`src/hw/hours_counter_pkg.sv`:
```
// Package with register map, field layout, limits and timing for the hours counter
package hours_counter_pkg;

  // Register byte offsets
  localparam logic [4:0] OFS_CTRL = 5'h00;
  localparam logic [4:0] OFS_SPAN = 5'h04;
  localparam logic [4:0] OFS_LEFT = 5'h08;
  localparam logic [4:0] OFS_SUM = 5'h0C;
  localparam logic [4:0] OFS_STATUS = 5'h10;
  localparam logic [4:0] OFS_CLEAR = 5'h14;
  localparam logic [4:0] OFS_ENABLE = 5'h18;
  localparam logic [4:0] OFS_STATE = 5'h1C;

  // Control register field positions
  localparam int CTRL_IDLE_CLEAR_BIT = 0;
  localparam int CTRL_LIVE_SPAN_BIT = 1;

  // Widths and limits
  localparam int SPAN_W = 14;
  localparam int SUM_W = 17;
  localparam int EVT_W = 4;
  localparam logic [SPAN_W-1:0] SPAN_MAX = 14'h270F;
  localparam logic [SUM_W-1:0] SUM_MAX = 17'h1869F;

  // Reset values
  localparam logic [1:0] CTRL_RESET = 2'h0;
  localparam logic [SPAN_W-1:0] SPAN_RESET = 14'h0000;
  localparam logic [SUM_W-1:0] SUM_RESET = 17'h00000;
  localparam logic [EVT_W-1:0] EVT_RESET = 4'h0;

  // Time base
  localparam longint HOUR_S = 3600;
  localparam longint CLK_HZ = 100000000;
  localparam longint HOUR_CYCLES_DEF = HOUR_S * CLK_HZ;

  // Pin bundle
  typedef struct packed {
    logic run;
    logic intervalReset;
    logic fullClear;
  } pins_t;

  // Sticky event layout, bit 3 first from the top
  typedef struct packed {
    logic fullClear;
    logic intervalReset;
    logic saturated;
    logic alarmRise;
  } evt_t;

endpackage

```
`src/hw/maintenance_hours_counter.sv`:
```
// Operating hours and service interval counter with Avalon-MM registers
// Functional notes
// (RULE1) Interval reset rising edge clears alarm, reloads hours left from span.
// (RULE2) Full clear rising edge clears alarm, zeroes total, reloads hours left.
// (RULE3) Service span held in whole hours, range 0 to 9999.
// (RULE4) Run hours total stops at 99999 and never wraps.
// (RULE5) Run hours total may be preset to a starting offset.
// (RULE6) Run high: count time, hours left decreases; run low: both hold.
// (RULE7) Alarm is 1 whenever hours left equals zero.
// (RULE8) Reset-only mode: alarm low while interval reset or full clear is 1.
// (RULE9) Reset-or-idle mode: alarm also low whenever run is 0.
// (RULE10) Interval reset leaves run hours total unchanged.
// (RULE11) Total keeps counting while run is 1, whatever interval reset does.
// (RULE12) Span, hours left and total survive loss of power.
// (RULE13) Span taken either from stored value or from live external value.
// (RULE14) Span stays writable at any time, including while configuring.
// (RULE15) Hour tick from clock prescaler; counts advance only on tick with run high.
// (RULE16) Coincident interval reset and full clear edges act as full clear.
//
// Local design decisions: the placing of the registers and register access over Avalon-MM.
`timescale 1ns/10ps
module maintenance_hours_counter
  import hours_counter_pkg::*;
#(
  parameter longint HOUR_CYCLES = HOUR_CYCLES_DEF
) (
  // Clock, resets, enable
  input wire logic clk,
  input wire logic rst_n,
  input wire logic coldRst_n,
  input wire logic clkEn,
  // Function block pins
  input wire logic runPin,
  input wire logic intervalResetPin,
  input wire logic fullClearPin,
  input wire logic [SPAN_W-1:0] liveSpan,
  output logic alarm_q,
  // Avalon-MM slave
  input wire logic [4:0] address,
  input wire logic read,
  input wire logic write,
  input wire logic [31:0] writedata,
  output logic [31:0] readdata,
  output logic waitrequest,
  // Interrupt
  output logic irq_q
);

  localparam int PRE_W = (HOUR_CYCLES > 1) ? $clog2(HOUR_CYCLES) : 1;
  localparam logic [PRE_W-1:0] PRE_LAST = PRE_W'(HOUR_CYCLES - 1);

  // Elaboration check on the time base
  if (HOUR_CYCLES < 1) begin : g_bad_hour
    $error("HOUR_CYCLES must be at least one");
  end

  // Register fields must leave room in the 32-bit data word
  if (SPAN_W >= 32 || SUM_W >= 32 || EVT_W >= 32) begin : g_bad_width
    $error("register fields must be narrower than the data word");
  end

  pins_t pinSync1_q, pinSync2_q, pinPrev_q;
  logic [1:0] ctrl_q;
  logic [SPAN_W-1:0] span_q, hoursLeft_q, spanEff;
  logic [SUM_W-1:0] runSum_q;
  logic [PRE_W-1:0] preCnt_q;
  logic [31:0] readdata_q;
  logic waitrequest_q;
  evt_t status_q, enable_q, evtNow;
  logic intervalEdge, fullClearEdge, runLvl, hourTick, alarm_d;
  logic busWr, busRd, sumWr, spanWr;

  assign readdata = readdata_q;
  assign waitrequest = waitrequest_q;

  // Two-stage synchronisers for the pins
  always_ff @(posedge clk) begin
    if (!rst_n) begin
      pinSync1_q <= '0;
      pinSync2_q <= '0;
      pinPrev_q <= '0;
    end else if (clkEn) begin
      pinSync1_q <= '{run: runPin, intervalReset: intervalResetPin, fullClear: fullClearPin};
      pinSync2_q <= pinSync1_q;
      pinPrev_q <= pinSync2_q;
    end
  end

  // Edge and level decode
  assign intervalEdge = pinSync2_q.intervalReset & ~pinPrev_q.intervalReset;
  assign fullClearEdge = pinSync2_q.fullClear & ~pinPrev_q.fullClear;
  assign runLvl = pinSync2_q.run;

  // Bus strobes, taken only in the cycle waitrequest is low
  assign busWr = write & ~waitrequest_q;
  assign busRd = read & ~waitrequest_q;
  assign sumWr = busWr && (address == OFS_SUM);
  assign spanWr = busWr && (address == OFS_SPAN);

  // Effective span, live value clamped into range
  always_comb begin
    if (ctrl_q[CTRL_LIVE_SPAN_BIT]) begin // [RULE13]
      spanEff = (liveSpan > SPAN_MAX) ? SPAN_MAX : liveSpan; // [RULE3]
    end else begin
      spanEff = span_q;
    end
  end

  // Hour prescaler, runs only on run time
  always_ff @(posedge clk) begin
    if (!rst_n) begin
      preCnt_q <= '0;
    end else if (clkEn && runLvl) begin // [RULE15]
      preCnt_q <= (preCnt_q == PRE_LAST) ? '0 : preCnt_q + 1'b1;
    end
  end
  assign hourTick = runLvl && (preCnt_q == PRE_LAST); // [RULE15]

  // Control register
  always_ff @(posedge clk) begin
    if (!rst_n) begin
      ctrl_q <= CTRL_RESET;
    end else if (clkEn && busWr && address == OFS_CTRL) begin
      ctrl_q <= writedata[1:0];
    end
  end

  // Stored span, retentive, writable at any time
  always_ff @(posedge clk) begin
    if (!coldRst_n) begin
      span_q <= SPAN_RESET;
    end else if (clkEn && spanWr) begin // [RULE14] [RULE12]
      span_q <= (writedata[31:SPAN_W] != '0 || writedata[SPAN_W-1:0] > SPAN_MAX) ?
                SPAN_MAX : writedata[SPAN_W-1:0]; // [RULE3]
    end
  end

  // Hours left, retentive
  always_ff @(posedge clk) begin
    if (!coldRst_n) begin
      hoursLeft_q <= SPAN_RESET;
    end else if (clkEn) begin
      if (fullClearEdge || intervalEdge) begin // [RULE1] [RULE2] [RULE16]
        hoursLeft_q <= spanEff;
      end else if (hourTick && hoursLeft_q != '0) begin // [RULE6]
        hoursLeft_q <= hoursLeft_q - 1'b1;
      end
    end
  end

  // Run hours total, retentive; interval reset does not touch it
  always_ff @(posedge clk) begin
    if (!coldRst_n) begin
      runSum_q <= SUM_RESET;
    end else if (clkEn) begin
      if (fullClearEdge) begin // [RULE2] [RULE16]
        runSum_q <= SUM_RESET;
      end else if (sumWr) begin // [RULE5]
        runSum_q <= (writedata[31:SUM_W] != '0 || writedata[SUM_W-1:0] > SUM_MAX) ?
                    SUM_MAX : writedata[SUM_W-1:0];
      end else if (hourTick && runSum_q != SUM_MAX) begin // [RULE4] [RULE11] [RULE10]
        runSum_q <= runSum_q + 1'b1;
      end
    end
  end

  // Alarm next value, clearing terms win
  always_comb begin
    alarm_d = (hoursLeft_q == '0); // [RULE7]
    if (pinSync2_q.intervalReset || pinSync2_q.fullClear || intervalEdge || fullClearEdge) begin
      alarm_d = 1'b0; // [RULE8] [RULE1] [RULE2]
    end
    if (ctrl_q[CTRL_IDLE_CLEAR_BIT] && !runLvl) begin
      alarm_d = 1'b0; // [RULE9]
    end
  end

  // Alarm output flop
  always_ff @(posedge clk) begin
    if (!rst_n) begin
      alarm_q <= 1'b0;
    end else if (clkEn) begin
      alarm_q <= alarm_d;
    end
  end

  // Events for the sticky status
  always_comb begin
    evtNow.alarmRise = alarm_d & ~alarm_q;
    evtNow.saturated = hourTick && !fullClearEdge && !sumWr && (runSum_q == SUM_MAX - 1'b1);
    evtNow.intervalReset = intervalEdge;
    evtNow.fullClear = fullClearEdge;
  end

  // Sticky status, a new event wins over a clear
  always_ff @(posedge clk) begin
    if (!rst_n) begin
      status_q <= EVT_RESET;
    end else if (clkEn) begin
      if (busWr && address == OFS_CLEAR) begin
        status_q <= (status_q & ~writedata[EVT_W-1:0]) | evtNow;
      end else begin
        status_q <= status_q | evtNow;
      end
    end
  end

  // Interrupt enable register
  always_ff @(posedge clk) begin
    if (!rst_n) begin
      enable_q <= EVT_RESET;
    end else if (clkEn && busWr && address == OFS_ENABLE) begin
      enable_q <= writedata[EVT_W-1:0];
    end
  end

  // Level interrupt
  always_ff @(posedge clk) begin
    if (!rst_n) begin
      irq_q <= 1'b0;
    end else if (clkEn) begin
      irq_q <= |(status_q & enable_q);
    end
  end

  // Bus handshake, one wait cycle then answer
  always_ff @(posedge clk) begin
    if (!rst_n) begin
      waitrequest_q <= 1'b1;
    end else if (clkEn) begin
      waitrequest_q <= !((read || write) && waitrequest_q);
    end
  end

  // Read data, latched when the request is first seen
  always_ff @(posedge clk) begin
    if (!rst_n) begin
      readdata_q <= '0;
    end else if (clkEn && read && waitrequest_q) begin
      unique case (address)
        OFS_CTRL: readdata_q <= {30'h0, ctrl_q};
        OFS_SPAN: readdata_q <= {18'h0, span_q};
        OFS_LEFT: readdata_q <= {18'h0, hoursLeft_q};
        OFS_SUM: readdata_q <= {15'h0, runSum_q};
        OFS_STATUS: readdata_q <= {28'h0, status_q};
        OFS_ENABLE: readdata_q <= {28'h0, enable_q};
        OFS_STATE: readdata_q <= {28'h0, runLvl, pinSync2_q.intervalReset,
                                  pinSync2_q.fullClear, alarm_q};
        default: readdata_q <= '0;
      endcase
    end
  end
endmodule // maintenance_hours_counter

```
`config.mk`:
```
export PLATFORM = sky130hd
export DESIGN_NAME = maintenance_hours_counter
export DESIGN_NICKNAME = d
export VERILOG_FILES = /design/src/hw/hours_counter_pkg.sv /design/src/hw/maintenance_hours_counter.sv
export SDC_FILE = /design/constraint.sdc
export NUM_CORES = 1
export LEC_CHECK = 0
export BUFFER_PORTS_ARGS = -buffer_cell sky130_fd_sc_hd__buf_2
export CAP_MARGIN = 30
export CELL_PAD_IN_SITES_DETAIL_PLACEMENT = 1
export CELL_PAD_IN_SITES_GLOBAL_PLACEMENT = 1
export CORE_ASPECT_RATIO = 2
export CORE_UTILIZATION = 25
export DETAILED_ROUTE_END_ITERATION = 6
export PLACE_DENSITY_LB_ADDON = 0.1
export SLEW_MARGIN = 20
export SYNTH_ARGS = -nofsm -noshare
export SYNTH_HDL_FRONTEND = slang
export SYNTH_SLANG_ARGS = --single-unit
```
`constraint.sdc`:
```
create_clock -name clk -period 2.1 [get_ports clk]
set_input_delay 0.42 -clock clk [delete_from_list [all_inputs] [get_ports clk]]
set_output_delay 0.42 -clock clk [all_outputs]
set_load 0.1 [all_outputs]
```
==> run metrics, run 1 <==
status finished, violations left; failing checks setup timing; final critical-path required period roughly 2200 ps; CTS clk-pin slew, worst paths 60 ps; largest net degree at the start of global routing 39; drt drc 0; RSZ-0062 raised after global routing true; width of the die 119 um; total global-route track usage 0.225; TritonCTS clock tree built; CTS Buf Count 17; DR iter-0 viols 290; max cap viols 0; Antenna Cells 0; Final Setup Violations 11; Area Growth Syn to Fin 37.9%; WHS around 240 ps; fin area 9500 sq um; core area 27000 sq um; clock latency on the worst-skew pair ~440 ps; H-Tree Level Count 4; Crit Path Class flip-flop to flip-flop; dpl hpwl 25300 um; placed cell area about 8600 sq um; routed len/inst 22.5 um; Synth Register Bits 122; Mapped Cells 815; Peak Freq 459 MHz; R2R cell count 12; Hold Fails Final Rpt 0; Metal-1 WL 9450 um; Place WS -184 ps; clk sink count 122; FF-to-FF Start hoursLeft_q[0]; placer congestion estimate 0.930; CTS Hold Bufs 0; EDFF count, synth 0; Synth warnings 0; Netlist cell types 77; ratio of cells with drive above 1 in the final layout 0.318; CP endpoint kind flip-flop; Pwr Total between 6 and 7 mW; top sig layer met4; Vias/cell 5.25; TritonRoute pass-1 iters 4; WL final 31000 um; Setup Skew 10.8 ps; row count between 80 and 90; vias in the first global route 8051; max_slew headroom 0.605; Crit path required time ~2500 ps; Most used DFF post-synth dfxtp_1; total grt overflow 0; die height around 240 um; die area 28300 sq um; Initial Utilization 0.255; crit share post-route 1.04; Leak Pwr 3.75 nW; Max clock buf depth 2; first-pass GRT wire length 46800 um; Slew Viols, Final 0; IO Pins 95; sequential-to-total area share from yosys stat 0.355; Port Buf Inserts 79; average size of a mapped cell 8.45 sq um; crit start category flip-flop; Syn Std Cell Area 6890 sq um; hold_sp fullClearPin; Hold WC Path Type input port to flip-flop; initial antenna violation count 0; Max VDD drop approximately 0.47 mV; WHS Path Cells 3; wire length on met2 18200 um; Routed Antenna Nets 0; Tightest Pin Transition 584 ps; vias 7210; setup ws final -78.0 ps; Clock Tree Root clkbuf_16; Nets between 1k and 1.5k; Critical Path Fanout Max 7; Critical Path Start hoursLeft_q[0]; met3 WL approximately 600 um; WP data arrival 2530 ps; Power Dens Cells around 700 nW/um^2; ys async rst share 0
[power breakdown]
| group | leakage, nW | switching, mW | total (mW) | internal [mW] |
|---|---|---|---|---|
| logic | 2.43 | 0.505 | 0.769 | 0.263 |
| registers | 0.987 | 0.0230 | 2.36 | 2.34 |
| clock network | 0.328 | 1.16 | 3.50 | 2.34 |
| total | 3.75 | 1.69 | 6.63 | 4.95 |
[sequential cells by signal (all words and copies together), names as in the netlist, 2 cells and up]
signal / cells
runSum_q: 17
readdata: 17
pinPrev_q: 2
ctrl_q: 2
status_q: 4
enable_q: 4
preCnt_q: 39
span_q: 14
pinSync1_q: 3
pinSync2_q: 2
hoursLeft_q: 14
[what timing repair did]
item / 4_1_cts / 5_1_grt
resized for setup: 24 / 21
setup buffers: 3 / 4
cloned: 0 / 1
endpoints found under the setup margin: 35 / 62
hold endpoints to repair: 0 / 0
pin swaps: 10 / 15
[worst max-delay path, cell delays in order (launching register included)]
cell	delay, ps
dfxtp_2	320
inv_2	70
ha_4	130
nor4b_4	300
nand4_1	260
nor4b_4	200
buf_4	150
o21ai_4	140
buf_12	140
buf_6	100
buf_6	90
nand2_2	40
a31oi_1	140
[metrics by stage]
stage,instances,TNS [ps],utilization
floorplan,829,0,-
global placement,1338,-2070,0.318
detailed placement,1338,-3740,0.318
CTS,1370,-85.8,0.347
global route,1374,-1430,0.352
finish,1374,-292,0.352
[cells in the final DEF, fill, tap and decap left out, types with 11 or more instances in the layout]
cell type	count
a21oi_1	20
a222oi_1	11
a22oi_1	11
a31oi_1	11
and2_1	20
buf_2	79
buf_4	139
clkbuf_16	18
conb_1	15
dfxtp_1	115
inv_1	13
mux2i_1	22
nand2_1	62
nand3_1	41
nand4_1	23
nor2_1	85
nor2b_1	27
nor3_1	22
o21ai_0	33
xnor2_1	23
xor2_1	22
[synth_stat cells (10+ instances only)]
master      n  area, sq um
buf_4      21          158
and2_1     21          131
and4_1     13          114
a31oi_1    11         68.8
clkbuf_1   27          101
mux2i_1    22          220
nor4_1     11         68.8
nor2b_1    28          175
buf_2      12         60.1
nand2_1    66          248
inv_1      15         56.3
a21oi_1    22          110
xnor2_1    23          201
a222oi_1   11          110
nor3_1     24          120
nand3_1    41          205
a22oi_1    11         82.6
xor2_1     22          193
o21ai_0    33          165
nand4_1    23          144
and3_1     10         62.6
dfxtp_1   122         2440
nor2_1     85          319
[layer usage]
layer,vias to the layer above,global-route usage
met5,-,0
met4,0,0.198
met1,3573,0.181
met2,159,0.454
li1,3380,-
met3,98,0.0301
[area by class of cell]
cell class	count	area [sq um]
fill	3238	17500
multi-input combinational	627	4240
sequential	122	2450
timing repair buffer	229	1630
clock buffer	20	437
tap	348	435
clock inverter	12	245
inverter	16	60.1
[cells by family (layout without fill, tap and decap cells)]
kind of cell / after synthesis / count (layout) / share of synthesized area
AND/OR/NAND/NOR: 364 / 364 / 0.295
adder cells (fa/ha/maj): 5 / 5 / 0.00908
buffers and inverters: 80 / 277 / 0.0594
flip-flops: 122 / 122 / 0.355
other: 1 / 15 / 0.000544
AO/OA/AOI/OAI: 173 / 173 / 0.184
multiplexers: 25 / 25 / 0.0401
XOR/XNOR: 45 / 45 / 0.0572
[path summary, 6_finish.rpt]
kind | end | slack, ps
hold reg to reg | readdata[16] | 520
setup reg to reg | hoursLeft_q[0] | -80
setup / recovery | hoursLeft_q[0] | -80
hold / removal | pinSync1_q[0] | 240
Power figures use the tool's default switching activity.
==> inputs of run 2 (changes only) <==
--- a/config.mk
+++ b/config.mk
@@ -11,6 +11,7 @@
 export CELL_PAD_IN_SITES_GLOBAL_PLACEMENT = 1
 export CORE_ASPECT_RATIO = 2
 export CORE_UTILIZATION = 25
+export CTS_BUF_LIST = sky130_fd_sc_hd__clkbuf_4 sky130_fd_sc_hd__clkbuf_8 sky130_fd_sc_hd__clkbuf_16
 export DETAILED_ROUTE_END_ITERATION = 6
 export PLACE_DENSITY_LB_ADDON = 0.1
 export SLEW_MARGIN = 20
==> run metrics, run 2 (synthesized netlist as in run 1, its figures left out) <==
WP data arrival 2550 ps (+20 ps); Hold WC Path Type input port to flip-flop; die area 28300 sq um (unchanged); dpl hpwl 25300 um (unchanged); TritonCTS clock tree built; total grt overflow 0 (unchanged); Final Util 0.352 (+0.000417); initial antenna violation count 0 (unchanged); Setup Skew 11.7 ps (+0.953 ps); TritonRoute pass-1 iters 5 (+1); Initial Utilization 0.255 (unchanged); Place WS -184 ps (unchanged); WHS Path Cells 3 (unchanged); status finished, violations left; Net Switching 1.69 mW (+0.13%); total global-route track usage 0.225 (about the same); crit path cell chain inv_2 -> ha_4 -> nor4b_4 -> nand4_1 -> nor4b_4 -> buf_4 -> o21ai_4 -> buf_12 -> buf_6 -> buf_6 -> nand2_2 -> a31oi_1; Tightest Pin Transition 580 ps (-4.22 ps); clock latency on the worst-skew pair 440 ps (about the same); placed cell count 1338 (unchanged); Max VDD drop 0.466 mV (about the same); vias 7242 (+0.44%); Gate power share 0.115 (about the same); crit share post-route 1.05 (+0.00890); first-pass GRT wire length 46800 um (about the same); RSZ-0062 raised after global routing true; Max stage delay cell, worst path dfxtp_2; Antenna Cells 0 (unchanged); Crit Path Class flip-flop to flip-flop; row count 85 (unchanged); max reg flops 39 (unchanged); Crit path required time 2450 ps (about the same); Peak Freq 455 MHz (-0.85%); Finished Layout Cells 1374 (unchanged); WL final 31100 um (+0.31%); crit start category flip-flop; Hold Fails Final Rpt 0 (unchanged); CTS clk-pin slew, worst paths 60 ps (about the same); Pwr Total 6.67 mW (+0.62%); H-Tree Level Count 4 (unchanged); WHS 242 ps (-1.14 ps); Vias/cell 5.27 (+0.44%); R2R cell count 12 (unchanged); most frequent cells in the layout buf_4, dfxtp_1, nor2_1; CTS Buf Count 17 (unchanged); CP endpoint kind flip-flop; Clock Tree Root clkbuf_16; max cap viols 0 (unchanged); die height 237 um (unchanged); Port Buf Inserts 79 (unchanged); Area Growth Syn to Fin 38.1%; drt drc 0 (unchanged); setup ws final -96.7 ps (-18.7 ps); width of the die 119 um (unchanged); fillcell total 3232 (-0.19%); Nets 1078 (unchanged); register bank with the most flops preCnt_q; Critical Path Fanout Max 7 (unchanged); max_slew headroom 0.608 (+0.00285); Max clock buf depth 2 (unchanged); failing checks setup timing; ratio of cells with drive above 1 in the final layout 0.321 (+0.00292); Leak Pwr 3.76 nW (+0.27%); P_int 4.99 mW (+0.78%); Slew Viols, Final 0 (unchanged); CP max stage delay 320 ps (about the same); Power Dens Cells 702 nW/um^2 (+0.50%); Final Setup Violations 11 (unchanged); placer congestion estimate 0.930 (unchanged); switching share of power 0.253 (-0.00122); largest net degree at the start of global routing 39 (unchanged); core area 27000 sq um (unchanged); Routed Antenna Nets 0 (unchanged); clk sink count 122 (unchanged); clock share of power 0.530 (+0.002); most common cell after layout, fill and taps aside buf_4; final critical-path required period 2200 ps (+18.7 ps); routed len/inst 22.6 um (+0.31%); sequential share of power 0.354 (-0.002); DR iter-0 viols 268 (-7.6%); IO Pins 95 (unchanged); vias in the first global route 8043 (-0.099%)
-- run 2: cell types whose count changed in the layout (fill, tap and decap cells not counted) --
cell,change
clkbuf_1,-3
clkbuf_4,+3
-- run 2: final cells by class --
cell class                 count  area [sq um]  area share
inverter                      16          60.1     0.00632
multi-input combinational    627          4240       0.446
tap                          348           435      0.0458
timing repair buffer         229          1630       0.171
clock buffer                  20           448      0.0471
sequential                   122          2450       0.258
clock inverter                12           245      0.0258
-- run 2: routing by layer --
metal,up-vias,share of wire,global-route usage
met5,-,0,0
met4,0,0.087,0.198
met3,98,0.021,0.0301
met2,164,0.59,0.454
met1,3602,0.31,0.181
li1,3378,-,-
-- run 2: critical path, delay by kind of cell (launching register included) --
family	cells	cell delay [ps]
compound gates	2	290
simple gates	4	820
buf+inv	5	550
flops	1	320
fa+ha+maj	1	130
-- run 2: path summary, 6_finish.rpt --
| path | slack, ps | from | endpoint |
|---|---|---|---|
| hold reg to reg | 520 | readdata[16] | readdata[16] |
| setup / recovery | -100 | hoursLeft_q[0] | hoursLeft_q[0] |
| hold / removal | 240 | fullClearPin | pinSync1_q[0] |
| setup reg to reg | -100 | hoursLeft_q[0] | hoursLeft_q[0] |
-- run 2: power by group through the flow --
stage / logic [mW] / registers, mW / clock network (mW)
4_1_cts: 0.752 / 2.36 / 3.62
5_1_grt: 0.815 / 2.37 / 3.71
6_report: 0.769 / 2.36 / 3.54
3_5_place_dp: 0.736 / 2.41 / 0
2_1_floorplan: 0.396 / 2.45 / 0
3_3_place_gp: 0.726 / 2.41 / 0
-- run 2: metrics by stage --
stage	instance area (sq um)	TNS, ps
after floorplan	6940	0
after global placement	8590	-2070
after detailed placement	8590	-3740
after CTS	9380	-86.3
after global routing	9510	-1430
final	9510	-371
-- run 2: what timing repair did --
action,4_1_cts,5_1_grt
buffers inserted,3,4
hold buffers,0,0
pin swaps,10,15
setup endpoints to repair,35,62
resized for setup,24,21
gates cloned,0,1
==> inputs of run 3 (changes only) <==
--- a/config.mk
+++ b/config.mk
@@ -10,7 +10,7 @@
 export CELL_PAD_IN_SITES_DETAIL_PLACEMENT = 1
 export CELL_PAD_IN_SITES_GLOBAL_PLACEMENT = 1
 export CORE_ASPECT_RATIO = 2
-export CORE_UTILIZATION = 25
+export CORE_UTILIZATION = 44
 export CTS_BUF_LIST = sky130_fd_sc_hd__clkbuf_4 sky130_fd_sc_hd__clkbuf_8 sky130_fd_sc_hd__clkbuf_16
 export DETAILED_ROUTE_END_ITERATION = 6
 export PLACE_DENSITY_LB_ADDON = 0.1
==> run metrics, run 3 (synthesized netlist as in run 1, its figures left out) <==
core area 15300 sq um (-43%); Hold Fails Final Rpt 0 (unchanged); total global-route track usage 0.358 (+0.133); TritonRoute pass-1 iters 7 (+2); Area Growth Syn to Fin 30.3%; Peak Freq 462 MHz (+1.5%); IO Pins 95 (unchanged); Antenna Cells 0 (unchanged); Slew Viols, Final 0 (unchanged); Multi-input gate area 4210 sq um (-0.62%); register bank with the most flops preCnt_q; max cap viols 0 (unchanged); setup ws final -63.3 ps (+33.4 ps); final critical-path required period 2160 ps (-33.4 ps); CTS Buf Count 17 (unchanged); Clock Tree Root clkbuf_16; width of the die 90.5 um (-24%); fillcell total 1850 (-43%); Routed Antenna Nets 0 (unchanged); most common cell after layout, fill and taps aside buf_4; Crit Path Class flip-flop to flip-flop; die area 16200 sq um (-43%); CTS Hold Bufs 0 (unchanged); max_slew headroom 0.620 (+0.0119); die height 179 um (-24%); DR iter-0 viols 401 (+50%); Setup Skew 6.36 ps (-5.38 ps); dpl hpwl 22000 um (-13%); Reg area 2460 sq um (+0.31%); CTS clk-pin slew, worst paths 60 ps (about the same); Final Setup Violations 40 (+29); Tightest Pin Transition 570 ps (-9.76 ps); WHS 278 ps (+36.1 ps); placer congestion estimate 0.984 (+5.8%); TritonCTS clock tree built; status finished, violations left; Power Dens Cells 684 nW/um^2 (-2.5%); Critical Path Fanout Max 38 (+31); largest net degree at the start of global routing 39 (unchanged); r2r setup slk -60 ps (+30 ps); max reg flops 39 (unchanged); fin area 8970 sq um (-5.6%); WL final 28700 um (-7.7%); Max VDD drop 0.608 mV (+31%); H-Tree Level Count 4 (unchanged); row count 64 (-25%); most frequent cells in the layout buf_4, dfxtp_1, nor2_1; Initial Utilization 0.450 (+0.195); crit start category flip-flop; failing checks setup timing; vias 7488 (+3.4%); drt drc 0 (unchanged); Nets 1056 (-2.0%); WP data arrival 2470 ps (-80 ps); placed cell area 8210 sq um (-4.4%); Post-Route Setup TNS -1670 ps (-1300 ps); vias in the first global route 8101 (+0.72%); clock latency on the worst-skew pair 430 ps (about the same); routed len/inst 23.9 um (+5.5%); ratio of cells with drive above 1 in the final layout 0.299 (-0.0219); Max clock buf depth 2 (unchanged); total grt overflow 0 (unchanged); initial antenna violation count 0 (unchanged); clk sink count 122 (unchanged); Leak Pwr 3.56 nW (-5.1%); Port Buf Inserts 79 (unchanged); Vias/cell 6.23 (+18%); Final Util 0.587 (+0.235); first-pass GRT wire length 43300 um (-7.4%); Hold WC Path Type input port to flip-flop; CP endpoint kind flip-flop; crit share post-route 1.03 (-0.0159); Crit path required time 2410 ps (-40 ps); RSZ-0062 raised after global routing true
==> run 3: changes by cell type in the layout (fill, tap and decap cells not counted), moves of 3 or more <==
cell,delta
buf_4,-13
clkbuf_8,+6
buf_12,-5
bufinv_16,-5
clkinvlp_4,+4
dfxtp_1,-4
buf_6,-3
clkbuf_4,-3
dfxtp_2,+3
nand2_1,+3
nand2_2,-3
==> run 3: routing by layer <==
layer	up-vias	wire [um]	track usage
met3	172	917	0.0573
li1	3338	-	-
met4	0	3010	0.373
met1	3682	8780	0.290
met2	296	16000	0.691
met5	-	0	0
==> run 3: what timing repair did <==
item                                    4_1_cts  5_1_grt
endpoints found under the hold margin         0        0
cloned                                        0        0
pin swaps                                    10        9
setup buffers                                 0        1
endpoints found under the setup margin       59       56
gates resized for setup                      19       16
==> run 3: worst max-delay path: stages, from the launching register on <==
cell,delay (ps)
dfxtp_1,350
and4_2,340
buf_4,160
nand2_1,100
nor3_1,350
nand2_1,230
o21ai_2,210
buf_12,230
nor2_1,80
==> run 3: path summary, 6_finish.rpt <==
path,to,from,depth (start not counted)
setup / recovery,preCnt_q[16],preCnt_q[6],8
hold / removal,pinSync1_q[2],runPin,3
setup reg to reg,preCnt_q[16],preCnt_q[6],8
hold reg to reg,pinSync1_q[0],pinSync1_q[0],2
==> run 3: layout make-up <==
cell class,count,area share
Multi-Input combinational cell,627,0.470
Sequential cell,122,0.274
Timing Repair Buffer,207,0.153
Clock buffer,23,0.0566
Tap cell,198,0.0276
Clock inverter,9,0.0124
Inverter,16,0.00669
==> run 3: stage by stage <==
step | instances | setup WS [ps] | total power, mW
final | 1202 | -63.3 | 6.14
after global routing | 1202 | -165 | 6.30
after CTS | 1201 | 4.64 | 6.14
after detailed placement | 1169 | -201 | 3.10
after global placement | 1169 | -123 | 3.08
after floorplan | 829 | 62.6 | 2.84
==> run 3: where the power goes <==
part           internal (mW)  switching (mW)
clock                   1.93            1.13
combinational          0.231           0.479
sequential              2.34          0.0253
